## src/common/sowr_pkg.sv

```systemverilog
// Package with register map, field positions and carriers for the system options and wakeup registers.
package sowr_pkg;

  localparam int unsigned APB_AW = 8;
  localparam int unsigned APB_DW = 32;

  // Register byte addresses.
  localparam logic [APB_AW-1:0] OFS_SYSTEM_OPTIONS = 8'h00;
  localparam logic [APB_AW-1:0] OFS_PART_NUMBER_HIGH = 8'h04;
  localparam logic [APB_AW-1:0] OFS_PART_NUMBER_LOW = 8'h08;
  localparam logic [APB_AW-1:0] OFS_WAKEUP_STATUS_CONTROL = 8'h0c;
  localparam logic [APB_AW-1:0] OFS_IRQ_STATUS = 8'h10;
  localparam logic [APB_AW-1:0] OFS_IRQ_MASK = 8'h14;

  // Options register fields.
  localparam int unsigned OPT_WD_EN_BIT = 7;
  localparam int unsigned OPT_WD_LONG_BIT = 6;
  localparam int unsigned OPT_HALT_BIT = 5;
  localparam int unsigned OPT_DBG_PIN_BIT = 1;
  localparam logic OPT_WD_EN_RST = 1'b1;
  localparam logic OPT_WD_LONG_RST = 1'b1;
  localparam logic OPT_HALT_RST = 1'b0;
  localparam logic OPT_DBG_PIN_RST = 1'b1;

  // Watchdog timeouts in bus clock cycles.
  localparam int unsigned WD_SHORT_LOG2 = 13;
  localparam int unsigned WD_LONG_LOG2 = 18;

  // Wakeup status/control fields.
  localparam int unsigned WK_FLAG_BIT = 7;
  localparam int unsigned WK_CLR_BIT = 6;
  localparam int unsigned WK_CLKSEL_BIT = 5;
  localparam int unsigned WK_IE_BIT = 4;
  localparam int unsigned WK_SEL_LSB = 0;
  localparam int unsigned WK_SEL_W = 3;
  localparam int unsigned WK_CNT_W = 16;

  // Internal oscillator tick is 1.15 ms; code 000 gives 9.2 ms, i.e. 8 ticks, doubling per code.
  localparam int unsigned WK_TICK_NS = 1150000;
  localparam int unsigned WK_BASE_PERIOD_NS = 9200000;
  localparam logic [WK_CNT_W-1:0] WK_INT_BASE_TICKS = WK_CNT_W'(WK_BASE_PERIOD_NS / WK_TICK_NS);

  // External clock divide ratios for codes 001..111 (code 000 disables the timer).
  localparam logic [WK_CNT_W-1:0] WK_EXT_DIV1 = 16'h0100;
  localparam logic [WK_CNT_W-1:0] WK_EXT_DIV2 = 16'h0400;
  localparam logic [WK_CNT_W-1:0] WK_EXT_DIV3 = 16'h0800;
  localparam logic [WK_CNT_W-1:0] WK_EXT_DIV4 = 16'h1000;
  localparam logic [WK_CNT_W-1:0] WK_EXT_DIV5 = 16'h2000;
  localparam logic [WK_CNT_W-1:0] WK_EXT_DIV6 = 16'h4000;
  localparam logic [WK_CNT_W-1:0] WK_EXT_DIV7 = 16'h8000;

  // Interrupt status/mask layout.
  localparam int unsigned IRQ_W = 2;
  localparam int unsigned IRQ_WAKEUP_BIT = 0;
  localparam int unsigned IRQ_OPT_REFUSED_BIT = 1;

  localparam int unsigned SYNC_W = 3;
  localparam int unsigned PART_W = 12;

  typedef struct packed {
    logic psel;
    logic penable;
    logic pwrite;
    logic [APB_AW-1:0] paddr;
    logic [APB_DW-1:0] pwdata;
  } sowr_apb_req_t;

  typedef struct packed {
    logic pready;
    logic pslverr;
    logic [APB_DW-1:0] prdata;
  } sowr_apb_rsp_t;

endpackage : sowr_pkg

```

## src/rtl/sowr_regs.sv

```systemverilog
// System options, part number and periodic wakeup timer register block behind an APB slave.
//
// Functional notes
// Options register always readable; bits 3 and 2 read as zero.
// Only the first options write after reset is taken; later writes ignored.
// Options bit 7 enables the watchdog, reset value 1.
// Options bit 6 picks watchdog timeout 2^13 or 2^18 bus cycles, reset 1.
// Options bit 5 permits halt, reset 0; halt when refused forces illegal-opcode reset.
// Options bit 1 selects debug pin function (1) or output-only pin (0), reset 1.
// Read-only 12-bit part number split over high bits 3:0 and low bits 7:0.
// Wakeup bit 7 is a read-only flag set when the wakeup timer expires.
// Wakeup bit 6 write one clears the flag; reads as zero.
// Wakeup bit 5 selects internal oscillator (0) or external clock (1).
// Wakeup bit 4 enables the wakeup interrupt.
// Internal oscillator periods from 9.2 ms doubling to 1177.6 ms, tick 1.15 ms.
// External clock: code 000 disables, others divide by 256 up to 32768.
// Internal wakeup oscillator runs independently of the main clock.
// Unimplemented wakeup register bits read as zero.
// Software should write the options register once during start-up to lock it.
// Wakeup interrupt request is high while flag and enable are both set.
`timescale 1ns/1ns
`default_nettype none

module sowr_regs
  import sowr_pkg::*;
#(
  // Arbitrary neutral value.
  parameter logic [PART_W-1:0] PART_NUMBER = 12'h3a5
) (
  input wire logic clk_sys,
  input wire logic srst,
  input wire sowr_apb_req_t apb_req,
  output sowr_apb_rsp_t apb_rsp,
  input wire logic wakeup_osc_clk,
  input wire logic ext_clk,
  input wire logic stop_exec,
  output logic watchdog_enable,
  output logic watchdog_long_timeout,
  output logic halt_permit,
  output logic stop_granted,
  output logic illegal_opcode_reset,
  output logic debug_pin_enable,
  output logic wakeup_irq,
  output logic irq
);

  typedef struct packed {
    logic opt_written;
    logic wd_en;
    logic wd_long;
    logic halt;
    logic dbg_pin;
    logic wk_flag;
    logic wk_clksel;
    logic wk_ie;
    logic [WK_SEL_W-1:0] wk_sel;
    logic [WK_CNT_W-1:0] wk_cnt;
    logic [SYNC_W-1:0] osc_sync;
    logic osc_lvl;
    logic [SYNC_W-1:0] ext_sync;
    logic ext_lvl;
    logic [IRQ_W-1:0] irq_stat;
    logic [IRQ_W-1:0] irq_mask;
    logic irq;
    logic wk_irq;
    logic illegal_rst;
    logic stop_ok;
    logic pready;
    logic pslverr;
    logic [APB_DW-1:0] prdata;
  } sowr_state_t;

  sowr_state_t state_reg;
  sowr_state_t state_next;

  // Number of source ticks in one wakeup period for the selected source and code.
  function automatic logic [WK_CNT_W-1:0] wk_target(input logic ext, input logic [WK_SEL_W-1:0] sel);
    logic [WK_CNT_W-1:0] t;
    t = WK_INT_BASE_TICKS << sel;
    if (ext) begin
      case (sel)
        3'h1: t = WK_EXT_DIV1;
        3'h2: t = WK_EXT_DIV2;
        3'h3: t = WK_EXT_DIV3;
        3'h4: t = WK_EXT_DIV4;
        3'h5: t = WK_EXT_DIV5;
        3'h6: t = WK_EXT_DIV6;
        3'h7: t = WK_EXT_DIV7;
        default: t = '0;
      endcase
    end
    return t;
  endfunction : wk_target

  // Register decode, used only by the unmapped check; the read mux decodes with its own case.
  function automatic logic is_mapped(input logic [APB_AW-1:0] a);
    return (a == OFS_SYSTEM_OPTIONS) || (a == OFS_PART_NUMBER_HIGH) || (a == OFS_PART_NUMBER_LOW) ||
           (a == OFS_WAKEUP_STATUS_CONTROL) || (a == OFS_IRQ_STATUS) || (a == OFS_IRQ_MASK);
  endfunction : is_mapped

  logic access;
  logic wr_acc;
  logic wr_opt;
  logic wr_wk;
  logic osc_rise;
  logic ext_rise;
  logic wk_tick;
  logic wk_run;
  logic wk_hit;
  logic [WK_CNT_W-1:0] wk_limit;
  logic [IRQ_W-1:0] irq_set;
  logic [APB_DW-1:0] rd_data;

  always_comb begin
    state_next = state_reg;
    access = apb_req.psel && apb_req.penable && state_reg.pready;
    wr_acc = access && apb_req.pwrite;
    wr_opt = wr_acc && (apb_req.paddr == OFS_SYSTEM_OPTIONS);
    wr_wk = wr_acc && (apb_req.paddr == OFS_WAKEUP_STATUS_CONTROL);

    // Pin inputs: a level counts once the second and third stages agree.
    state_next.osc_sync = {state_reg.osc_sync[SYNC_W-2:0], wakeup_osc_clk};
    state_next.ext_sync = {state_reg.ext_sync[SYNC_W-2:0], ext_clk};
    osc_rise = 1'b0;
    ext_rise = 1'b0;
    if (state_reg.osc_sync[2] == state_reg.osc_sync[1]) begin
      state_next.osc_lvl = state_reg.osc_sync[2];
      osc_rise = state_reg.osc_sync[2] && !state_reg.osc_lvl;
    end
    if (state_reg.ext_sync[2] == state_reg.ext_sync[1]) begin
      state_next.ext_lvl = state_reg.ext_sync[2];
      ext_rise = state_reg.ext_sync[2] && !state_reg.ext_lvl;
    end

    // The internal oscillator arrives on its own pin, but its edges are sampled and counted on clk_sys.
    wk_tick = state_reg.wk_clksel ? ext_rise : osc_rise;
    wk_run = !(state_reg.wk_clksel && (state_reg.wk_sel == '0));
    wk_limit = wk_target(state_reg.wk_clksel, state_reg.wk_sel) - WK_CNT_W'(1);
    wk_hit = wk_run && wk_tick && (state_reg.wk_cnt >= wk_limit);
    if (!wk_run) begin
      state_next.wk_cnt = '0;
    end else if (wk_tick) begin
      state_next.wk_cnt = wk_hit ? '0 : state_reg.wk_cnt + WK_CNT_W'(1);
    end

    // Options register: the first write locks it until the next reset.
    if (wr_opt && !state_reg.opt_written) begin
      state_next.opt_written = 1'b1;
      state_next.wd_en = apb_req.pwdata[OPT_WD_EN_BIT];
      state_next.wd_long = apb_req.pwdata[OPT_WD_LONG_BIT];
      state_next.halt = apb_req.pwdata[OPT_HALT_BIT];
      state_next.dbg_pin = apb_req.pwdata[OPT_DBG_PIN_BIT];
    end

    // A halt request without permission becomes an illegal-opcode reset request.
    state_next.illegal_rst = stop_exec && !state_reg.halt;
    state_next.stop_ok = stop_exec && state_reg.halt;

    // Wakeup control; a timeout in the same cycle as a clear keeps the flag set.
    if (wr_wk) begin
      state_next.wk_clksel = apb_req.pwdata[WK_CLKSEL_BIT];
      state_next.wk_ie = apb_req.pwdata[WK_IE_BIT];
      state_next.wk_sel = apb_req.pwdata[WK_SEL_LSB +: WK_SEL_W];
      state_next.wk_cnt = '0;
      if (apb_req.pwdata[WK_CLR_BIT]) begin
        state_next.wk_flag = 1'b0;
      end
    end
    if (wk_hit) begin
      state_next.wk_flag = 1'b1;
    end
    state_next.wk_irq = state_next.wk_flag && state_next.wk_ie;

    // Sticky event bits, write one to clear; new events win over a clear.
    irq_set = '0;
    irq_set[IRQ_WAKEUP_BIT] = wk_hit;
    irq_set[IRQ_OPT_REFUSED_BIT] = wr_opt && state_reg.opt_written;
    if (wr_acc && (apb_req.paddr == OFS_IRQ_STATUS)) begin
      state_next.irq_stat = state_reg.irq_stat & ~apb_req.pwdata[IRQ_W-1:0];
    end
    if (wr_acc && (apb_req.paddr == OFS_IRQ_MASK)) begin
      state_next.irq_mask = apb_req.pwdata[IRQ_W-1:0];
    end
    state_next.irq_stat = state_next.irq_stat | irq_set;
    state_next.irq = |(state_next.irq_stat & state_next.irq_mask);

    // Read mux; unimplemented bits stay zero.
    rd_data = '0;
    case (apb_req.paddr)
      OFS_SYSTEM_OPTIONS: begin
        rd_data[OPT_WD_EN_BIT] = state_reg.wd_en;
        rd_data[OPT_WD_LONG_BIT] = state_reg.wd_long;
        rd_data[OPT_HALT_BIT] = state_reg.halt;
        rd_data[OPT_DBG_PIN_BIT] = state_reg.dbg_pin;
      end
      OFS_PART_NUMBER_HIGH: begin
        rd_data[3:0] = PART_NUMBER[11:8];
      end
      OFS_PART_NUMBER_LOW: begin
        rd_data[7:0] = PART_NUMBER[7:0];
      end
      OFS_WAKEUP_STATUS_CONTROL: begin
        rd_data[WK_FLAG_BIT] = state_reg.wk_flag;
        rd_data[WK_CLKSEL_BIT] = state_reg.wk_clksel;
        rd_data[WK_IE_BIT] = state_reg.wk_ie;
        rd_data[WK_SEL_LSB +: WK_SEL_W] = state_reg.wk_sel;
      end
      OFS_IRQ_STATUS: begin
        rd_data[IRQ_W-1:0] = state_reg.irq_stat;
      end
      OFS_IRQ_MASK: begin
        rd_data[IRQ_W-1:0] = state_reg.irq_mask;
      end
      default: begin
        rd_data = '0;
      end
    endcase

    // APB: one wait state, so pready and prdata come straight from flip-flops.
    state_next.pready = 1'b0;
    state_next.pslverr = 1'b0;
    if (apb_req.psel && apb_req.penable && !state_reg.pready) begin
      state_next.pready = 1'b1;
      state_next.pslverr = !is_mapped(apb_req.paddr);
      state_next.prdata = apb_req.pwrite ? '0 : rd_data;
    end
  end

  always_ff @(posedge clk_sys) begin
    if (srst) begin
      state_reg <= '0;
      state_reg.wd_en <= OPT_WD_EN_RST;
      state_reg.wd_long <= OPT_WD_LONG_RST;
      state_reg.halt <= OPT_HALT_RST;
      state_reg.dbg_pin <= OPT_DBG_PIN_RST;
    end else begin
      state_reg <= state_next;
    end
  end

  assign apb_rsp.pready = state_reg.pready;
  assign apb_rsp.pslverr = state_reg.pslverr;
  assign apb_rsp.prdata = state_reg.prdata;
  assign watchdog_enable = state_reg.wd_en;
  assign watchdog_long_timeout = state_reg.wd_long;
  assign halt_permit = state_reg.halt;
  assign stop_granted = state_reg.stop_ok;
  assign illegal_opcode_reset = state_reg.illegal_rst;
  assign debug_pin_enable = state_reg.dbg_pin;
  assign wakeup_irq = state_reg.wk_irq;
  assign irq = state_reg.irq;

  logic rd_opt_done;
  logic rd_low_done;
  logic rd_wk_done;
  assign rd_opt_done = state_reg.pready && !apb_req.pwrite && (apb_req.paddr == OFS_SYSTEM_OPTIONS);
  assign rd_low_done = state_reg.pready && !apb_req.pwrite && (apb_req.paddr == OFS_PART_NUMBER_LOW);
  assign rd_wk_done = state_reg.pready && !apb_req.pwrite && (apb_req.paddr == OFS_WAKEUP_STATUS_CONTROL);
endmodule : sowr_regs

`default_nettype wire

```

## config.mk

```make
export PLATFORM = sky130hd
export DESIGN_NAME = sowr_regs
export DESIGN_NICKNAME = d
export VERILOG_FILES = /design/src/common/sowr_pkg.sv /design/src/rtl/sowr_regs.sv
export SDC_FILE = /design/constraint.sdc
export NUM_CORES = 1
export LEC_CHECK = 0
export ABC_AREA = 0
export BUFFER_PORTS_ARGS = -buffer_cell sky130_fd_sc_hd__buf_2
export CAP_MARGIN = 20
export CELL_PAD_IN_SITES_DETAIL_PLACEMENT = 1
export CELL_PAD_IN_SITES_GLOBAL_PLACEMENT = 2
export CORE_UTILIZATION = 27
export DETAILED_ROUTE_END_ITERATION = 10
export HOLD_SLACK_MARGIN = 0.12
export PLACE_DENSITY_LB_ADDON = 0.1
export SYNTH_ARGS = -nofsm -noshare
export SYNTH_HDL_FRONTEND = slang
export SYNTH_SLANG_ARGS = --single-unit
```

## constraint.sdc

```tcl
create_clock -name clk_sys -period 2.65 [get_ports clk_sys]
set_clock_uncertainty 0.15 [all_clocks]
set_input_delay 0.53 -clock clk_sys [delete_from_list [all_inputs] [get_ports clk_sys]]
set_output_delay 0.53 -clock clk_sys [all_outputs]
set_load 0.005 [all_outputs]
```

==> results.yml, run 1 <==
synth:
  synth_cells: 362
  syn_avg_cell_area_um2: 8.31
  yosys_warnings: 0
  yosysSeqAreaShare: 0.346
  muxShareOfSynthArea: 0.0370
  synth_ff_type: "dfxtp_1"
  synth_area_leaders: "dfxtp_1, buf_4, ha_1"
  synth_top_area_frac: 0.346
  synth-simple-area-share: 0.238
  synthAdderAreaFrac: 0.0624
  netlist_area_um2: 3010
  synthXorXnorAreaFrac: 0.0437
  synth.distinct_cells: 53
  async_reset_ff_frac: 0
  synth_top_family_by_area: "simple AND/OR/NAND/NOR gates"
  yosysMostFrequentCell: "dfxtp_1"
  synth_top_cell_by_area: "dfxtp_1"
  ys_top_cells_by_count: "dfxtp_1, nor2_1, buf_4"
  synth_compound_area_frac: 0.147
  synth-edff-count: 0
  yosys_register_bits: 52
setup_path:
  crit_arrival_ps: 2720
  path_max_fanout: 6
  endpoint_kind: "register"
  critical_path.startpoint_type: "register"
  worstPathRequired_ps: 2700
  path_class: "register to register"
route:
  vias: 2620
  drtAntennaViolNets: 0
  drt_wl_total_mm: 8.00
  vias_per_cell: 4.71
  drt_iter0_drc: 34
  wl_per_cell_um: 14.4
  drcViolationCount: 0
  first_pass_iters: 6
place:
  port_buffers: 39
  post-place-ws_ps: -240
  place_inst: 540
  dp_hpwl_mm: 5.93
  gp_congestion: 0.722
  placed_cell_area_um2: 3370
timing:
  finalSetupViolCount: 4
  hold_viol_final: 0
  final.setup.worst_slack_ps: -22.5
  post-route-period-util: 1.01
  fmax_mhz: 374
  min_period_ps: 2670
  rsz0062_at_grt: "true"
  drv_slew: 0
power:
  vdd_drop_max_uv: 171
  power.leakage_nw: 1.43
  power_density_nw_per_um2: 364
  p_total_mw: 1.33
cts:
  cts_max_path_buffers: 2
  htreeDepth: 2
  postCtsHoldBufs: 0
  cts_root_buf: "clkbuf_8"
  clock-sinks: 52
  cts.clk_slew.worst_paths_ps: 100
  worst_skew_pair.late_latency_ps: 310
  cts_tree: "yes"
  numCtsBuffers: 5
layout:
  n_antenna_cell: 0
  drive_gt1_frac: 0.281
  largest_reg_flops: 31
  post-route-util: 0.337
  multiInputGateArea_um2: 1850
  finalNonFillerCells: 556
  syn2layout_area_growth_pct: 21.2
  regArea_um2: 1050
  stdcell_area_um2: 3650
  nFillCells: 1313
  nets: 479
hold_path:
  min_path_type: "input port to register"
die:
  die-area_um2: 11600
  row_count: 38
  fp.dieW_um: 108
  die_h_um: 108
  start_util: 0.278
  pin_count: 90
  coreArea_um2: 10800
global_route:
  antenna_found_initial: 0
  grt_max_degree: 26
  grt_pass1_vias: 2628
  grt_pass1_wl_mm: 13.2
  grtUsageTotal: 0.147
  gr-total-overflow: 0
run_status:
  status: "finished, violations left"
  violations: "negative setup slack"
flow_run:
  timing.max_cap.violations: 0
==> final cells by class <==
cell class,instances,area share
inverters,12,0.0123
flip-flops and latches,52,0.287
well taps,140,0.0480
clock buffers,6,0.0199
multi-input cells,273,0.507
repair buffers,72,0.124
clock inverters,1,0.00137
==> power by group <==
part | internal (mW) | switching [mW] | total [mW] | leakage (nW)
clock network | 0.181 | 0.273 | 0.454 | 0.0410
logic | 0.0291 | 0.0548 | 0.0838 | 0.968
registers | 0.787 | 0.00245 | 0.789 | 0.422
total | 0.997 | 0.330 | 1.33 | 1.43
==> metrics by stage <==
stage               hold WS, ps  TNS [ps]
finish                      282     -46.4
global route                270     -2670
CTS                         270      -221
detailed placement          279     -2490
global placement            269     -1840
floorplan                   264         0
==> layer usage <==
layer,vias to the layer above,part of all wire,global-route usage,wire [um]
met1,1267,0.50,0.203,4010
met2,38,0.46,0.233,3710
met4,0,0.0088,0.0411,70
li1,1309,-,-,-
met5,-,0,0,0
met3,6,0.026,0.0272,211
==> path summary, 6_finish.rpt <==
| path | from | endpoint | slack (ps) | depth (start not counted) |
|---|---|---|---|---|
| max | state_reg[70] | state_reg[50] | -20 | 12 |
| min | ext_clk | state_next[44] | 280 | 2 |
| max reg2reg | state_reg[70] | state_reg[50] | -20 | 12 |
| min reg2reg | state_next[44] | state_next[45] | 300 | 1 |
==> worst max-delay path, cell delays in order (launching register included) <==
cell      delay, ps
dfxtp_2         350
nor2_4          160
nand3_2         100
ha_4            200
buf_6           130
buf_6           110
xor2_2          170
ha_1            320
nand4_1         100
o221ai_2        230
a21o_1          220
nor4_4           60
mux2_4          270
==> placed cells by master, fill, tap and decap left out, types with 3 or more instances in the layout <==
cell	Yosys	layout
a32oi_1	3	3
dfxtp_2	0	4
buf_2	0	39
buf_6	2	3
dfxtp_1	52	48
o21ai_0	16	12
nand3_1	9	7
nor2_2	0	6
nor3_1	7	7
ha_1	15	14
buf_4	34	30
or3_1	4	4
a211o_1	4	4
nand4_1	10	10
nor2b_1	12	11
inv_1	12	12
nand2_1	22	20
xor2_1	7	6
mux2i_1	10	10
xnor2_1	8	8
a21oi_1	30	24
o21ai_1	1	3
a21oi_2	0	5
conb_1	1	25
nand2b_1	8	7
clkbuf_8	0	5
nor2_1	42	35
==> cells by family (layout without fill, tap and decap cells) <==
kind of cell / count (synthesis) / in the layout
simple gates: 134 / 135
compound gates: 72 / 72
buf+inv: 62 / 91
flops: 52 / 52
fa+ha+maj: 15 / 15
xor+xnor: 15 / 15
mux: 11 / 11
other cells: 1 / 25
==> timing repair <==
item | in CTS | in global routing
buffers inserted | 8 | 0
pin swaps | 25 | 10
resized for setup | 27 | 5
cloned | 1 | 0
setup endpoints to repair | 20 | 20
Note: power is estimated with default switching activity, not from simulation.
==> inputs of run 2 (changes only) <==
--- a/config.mk
+++ b/config.mk
@@ -6,7 +6,7 @@
 export NUM_CORES = 1
 export LEC_CHECK = 0
 export ABC_AREA = 0
-export BUFFER_PORTS_ARGS = -buffer_cell sky130_fd_sc_hd__buf_2
+export BUFFER_PORTS_ARGS = -buffer_cell sky130_fd_sc_hd__buf_4
 export CAP_MARGIN = 20
 export CELL_PAD_IN_SITES_DETAIL_PLACEMENT = 1
 export CELL_PAD_IN_SITES_GLOBAL_PLACEMENT = 2
@@ -14,6 +14,7 @@
 export DETAILED_ROUTE_END_ITERATION = 10
 export HOLD_SLACK_MARGIN = 0.12
 export PLACE_DENSITY_LB_ADDON = 0.1
+export SLEW_MARGIN = 20
 export SYNTH_ARGS = -nofsm -noshare
 export SYNTH_HDL_FRONTEND = slang
 export SYNTH_SLANG_ARGS = --single-unit
==> run 2 against run 1 <==
The run still ends with negative setup slack left. Highest routed layer unchanged. Clock power increased by 24%. Critical path depth increased by 1. Via count down 1.0%. Sequential share of layout area down 1.3 points.
==> results.yml, run 2 (synthesized netlist as in run 1, its figures left out) <==
global_route:
  grt_pass1_wl_mm: 12.8
  gr-total-overflow: 0
  grtUsageTotal: 0.142
  antenna_found_initial: 0
  grt_pass1_vias: 2577
  grt_max_degree: 38
route:
  drcViolationCount: 0
  first_pass_iters: 4
  vias: 2593
  vias_per_cell: 4.67
  drtAntennaViolNets: 0
  wl_per_cell_um: 14.6
  drt_iter0_drc: 72
  drt_wl_total_mm: 8.09
layout:
  post-route-util: 0.352
  largest_reg_flops: 31
  drive_gt1_frac: 0.296
  regArea_um2: 1040
  syn2layout_area_growth_pct: 26.9
  layout_common_cells: "buf_4, dfxtp_1, nor2_1"
  layout_commonest_cell: "buf_4"
  n_antenna_cell: 0
  multiInputGateArea_um2: 1900
  nFillCells: 1307
  stdcell_area_um2: 3820
  nets: 477
setup_path:
  path_max_fanout: 6
  endpoint_kind: "register"
  critical_path.startpoint_type: "register"
  worstPathRequired_ps: 2700
  path_class: "register to register"
  crit_arrival_ps: 2810
place:
  post-place-ws_ps: -162
  placed_cell_area_um2: 3460
  gp_congestion: 0.723
  port_buffers: 39
  dp_hpwl_mm: 5.81
cts:
  cts_max_path_buffers: 2
  worst_skew_pair.late_latency_ps: 310
  clock-sinks: 52
  cts.clk_slew.worst_paths_ps: 100
  cts_root_buf: "clkbuf_8"
  numCtsBuffers: 5
  cts_tree: "yes"
  htreeDepth: 2
  postCtsHoldBufs: 0
flow_run:
  timing.max_cap.violations: 0
timing:
  final.setup.worst_slack_ps: -112
  rsz0062_at_grt: "true"
  fmax_mhz: 362
  min_period_ps: 2760
  finalSetupViolCount: 5
  final.setup.tns_ps: -424
  holdWs_ps: 267
  post-route-period-util: 1.04
  drv_slew: 0
  hold_viol_final: 0
die:
  pin_count: 90
  die-area_um2: 11600
  start_util: 0.278
  row_count: 38
  coreArea_um2: 10800
  fp.dieW_um: 108
  die_h_um: 108
hold_path:
  min_path_type: "input port to register"
power:
  power_density_nw_per_um2: 379
  power.leakage_nw: 1.47
  vdd_drop_max_uv: 190
run_status:
  status: "finished, violations left"
  violations: "negative setup slack"
## run 2: stage by stage
step	std cells	total power, mW
floorplan	386	0.884
global placement	539	0.897
detailed placement	539	0.899
CTS	553	1.47
global route	555	1.51
finish	555	1.45
## run 2: worst max-delay path, cell delays in order (launching register included)
cell	delay (ps)
dfxtp_2	350
nor2_4	170
nand3_2	120
ha_4	200
buf_6	130
buf_6	110
xor2_2	160
ha_1	300
a21oi_2	170
o221ai_2	130
a21o_1	250
o21ai_1	180
buf_4	160
a21oi_2	50
## run 2: timing repair
item / in CTS / in global routing
resized for setup: 21 / 23
gates cloned: 1 / 0
setup endpoints to repair: 20 / 20
pin swaps: 26 / 19
hold endpoints to repair: 0 / 0
setup buffers: 5 / 2
## run 2: routing by layer
| metal | GRT usage | vias up | wire [um] |
|---|---|---|---|
| met3 | 0.0242 | 4 | 186 |
| met5 | 0 | - | 0 |
| met4 | 0.0323 | 0 | 52 |
| li1 | - | 1305 | - |
| met1 | 0.192 | 1245 | 3990 |
| met2 | 0.235 | 39 | 3860 |
## run 2: final timing paths
| kind | start | slack, ps | endpoint | depth (start not counted) |
|---|---|---|---|---|
| setup / recovery | state_reg[68] | -110 | state_reg[40] | 13 |
| hold reg to reg | state_next[48] | 300 | state_next[49] | 1 |
| setup reg to reg | state_reg[68] | -110 | state_reg[40] | 13 |
| hold / removal | ext_clk | 270 | state_next[44] | 2 |
## run 2: final cells by class
cell class | instances | area share
Multi-Input combinational cell | 273 | 0.497
Sequential cell | 52 | 0.274
Timing Repair Buffer | 70 | 0.144
Tap cell | 140 | 0.0459
Clock buffer | 6 | 0.0190
Inverter | 12 | 0.0118
Clock inverter | 2 | 0.00918
## run 2: power breakdown
group	internal, mW	total, mW	switching [mW]
sequential	0.787	0.790	0.00274
clock	0.281	0.565	0.284
combinational	0.0384	0.0936	0.0552
total	1.11	1.45	0.342
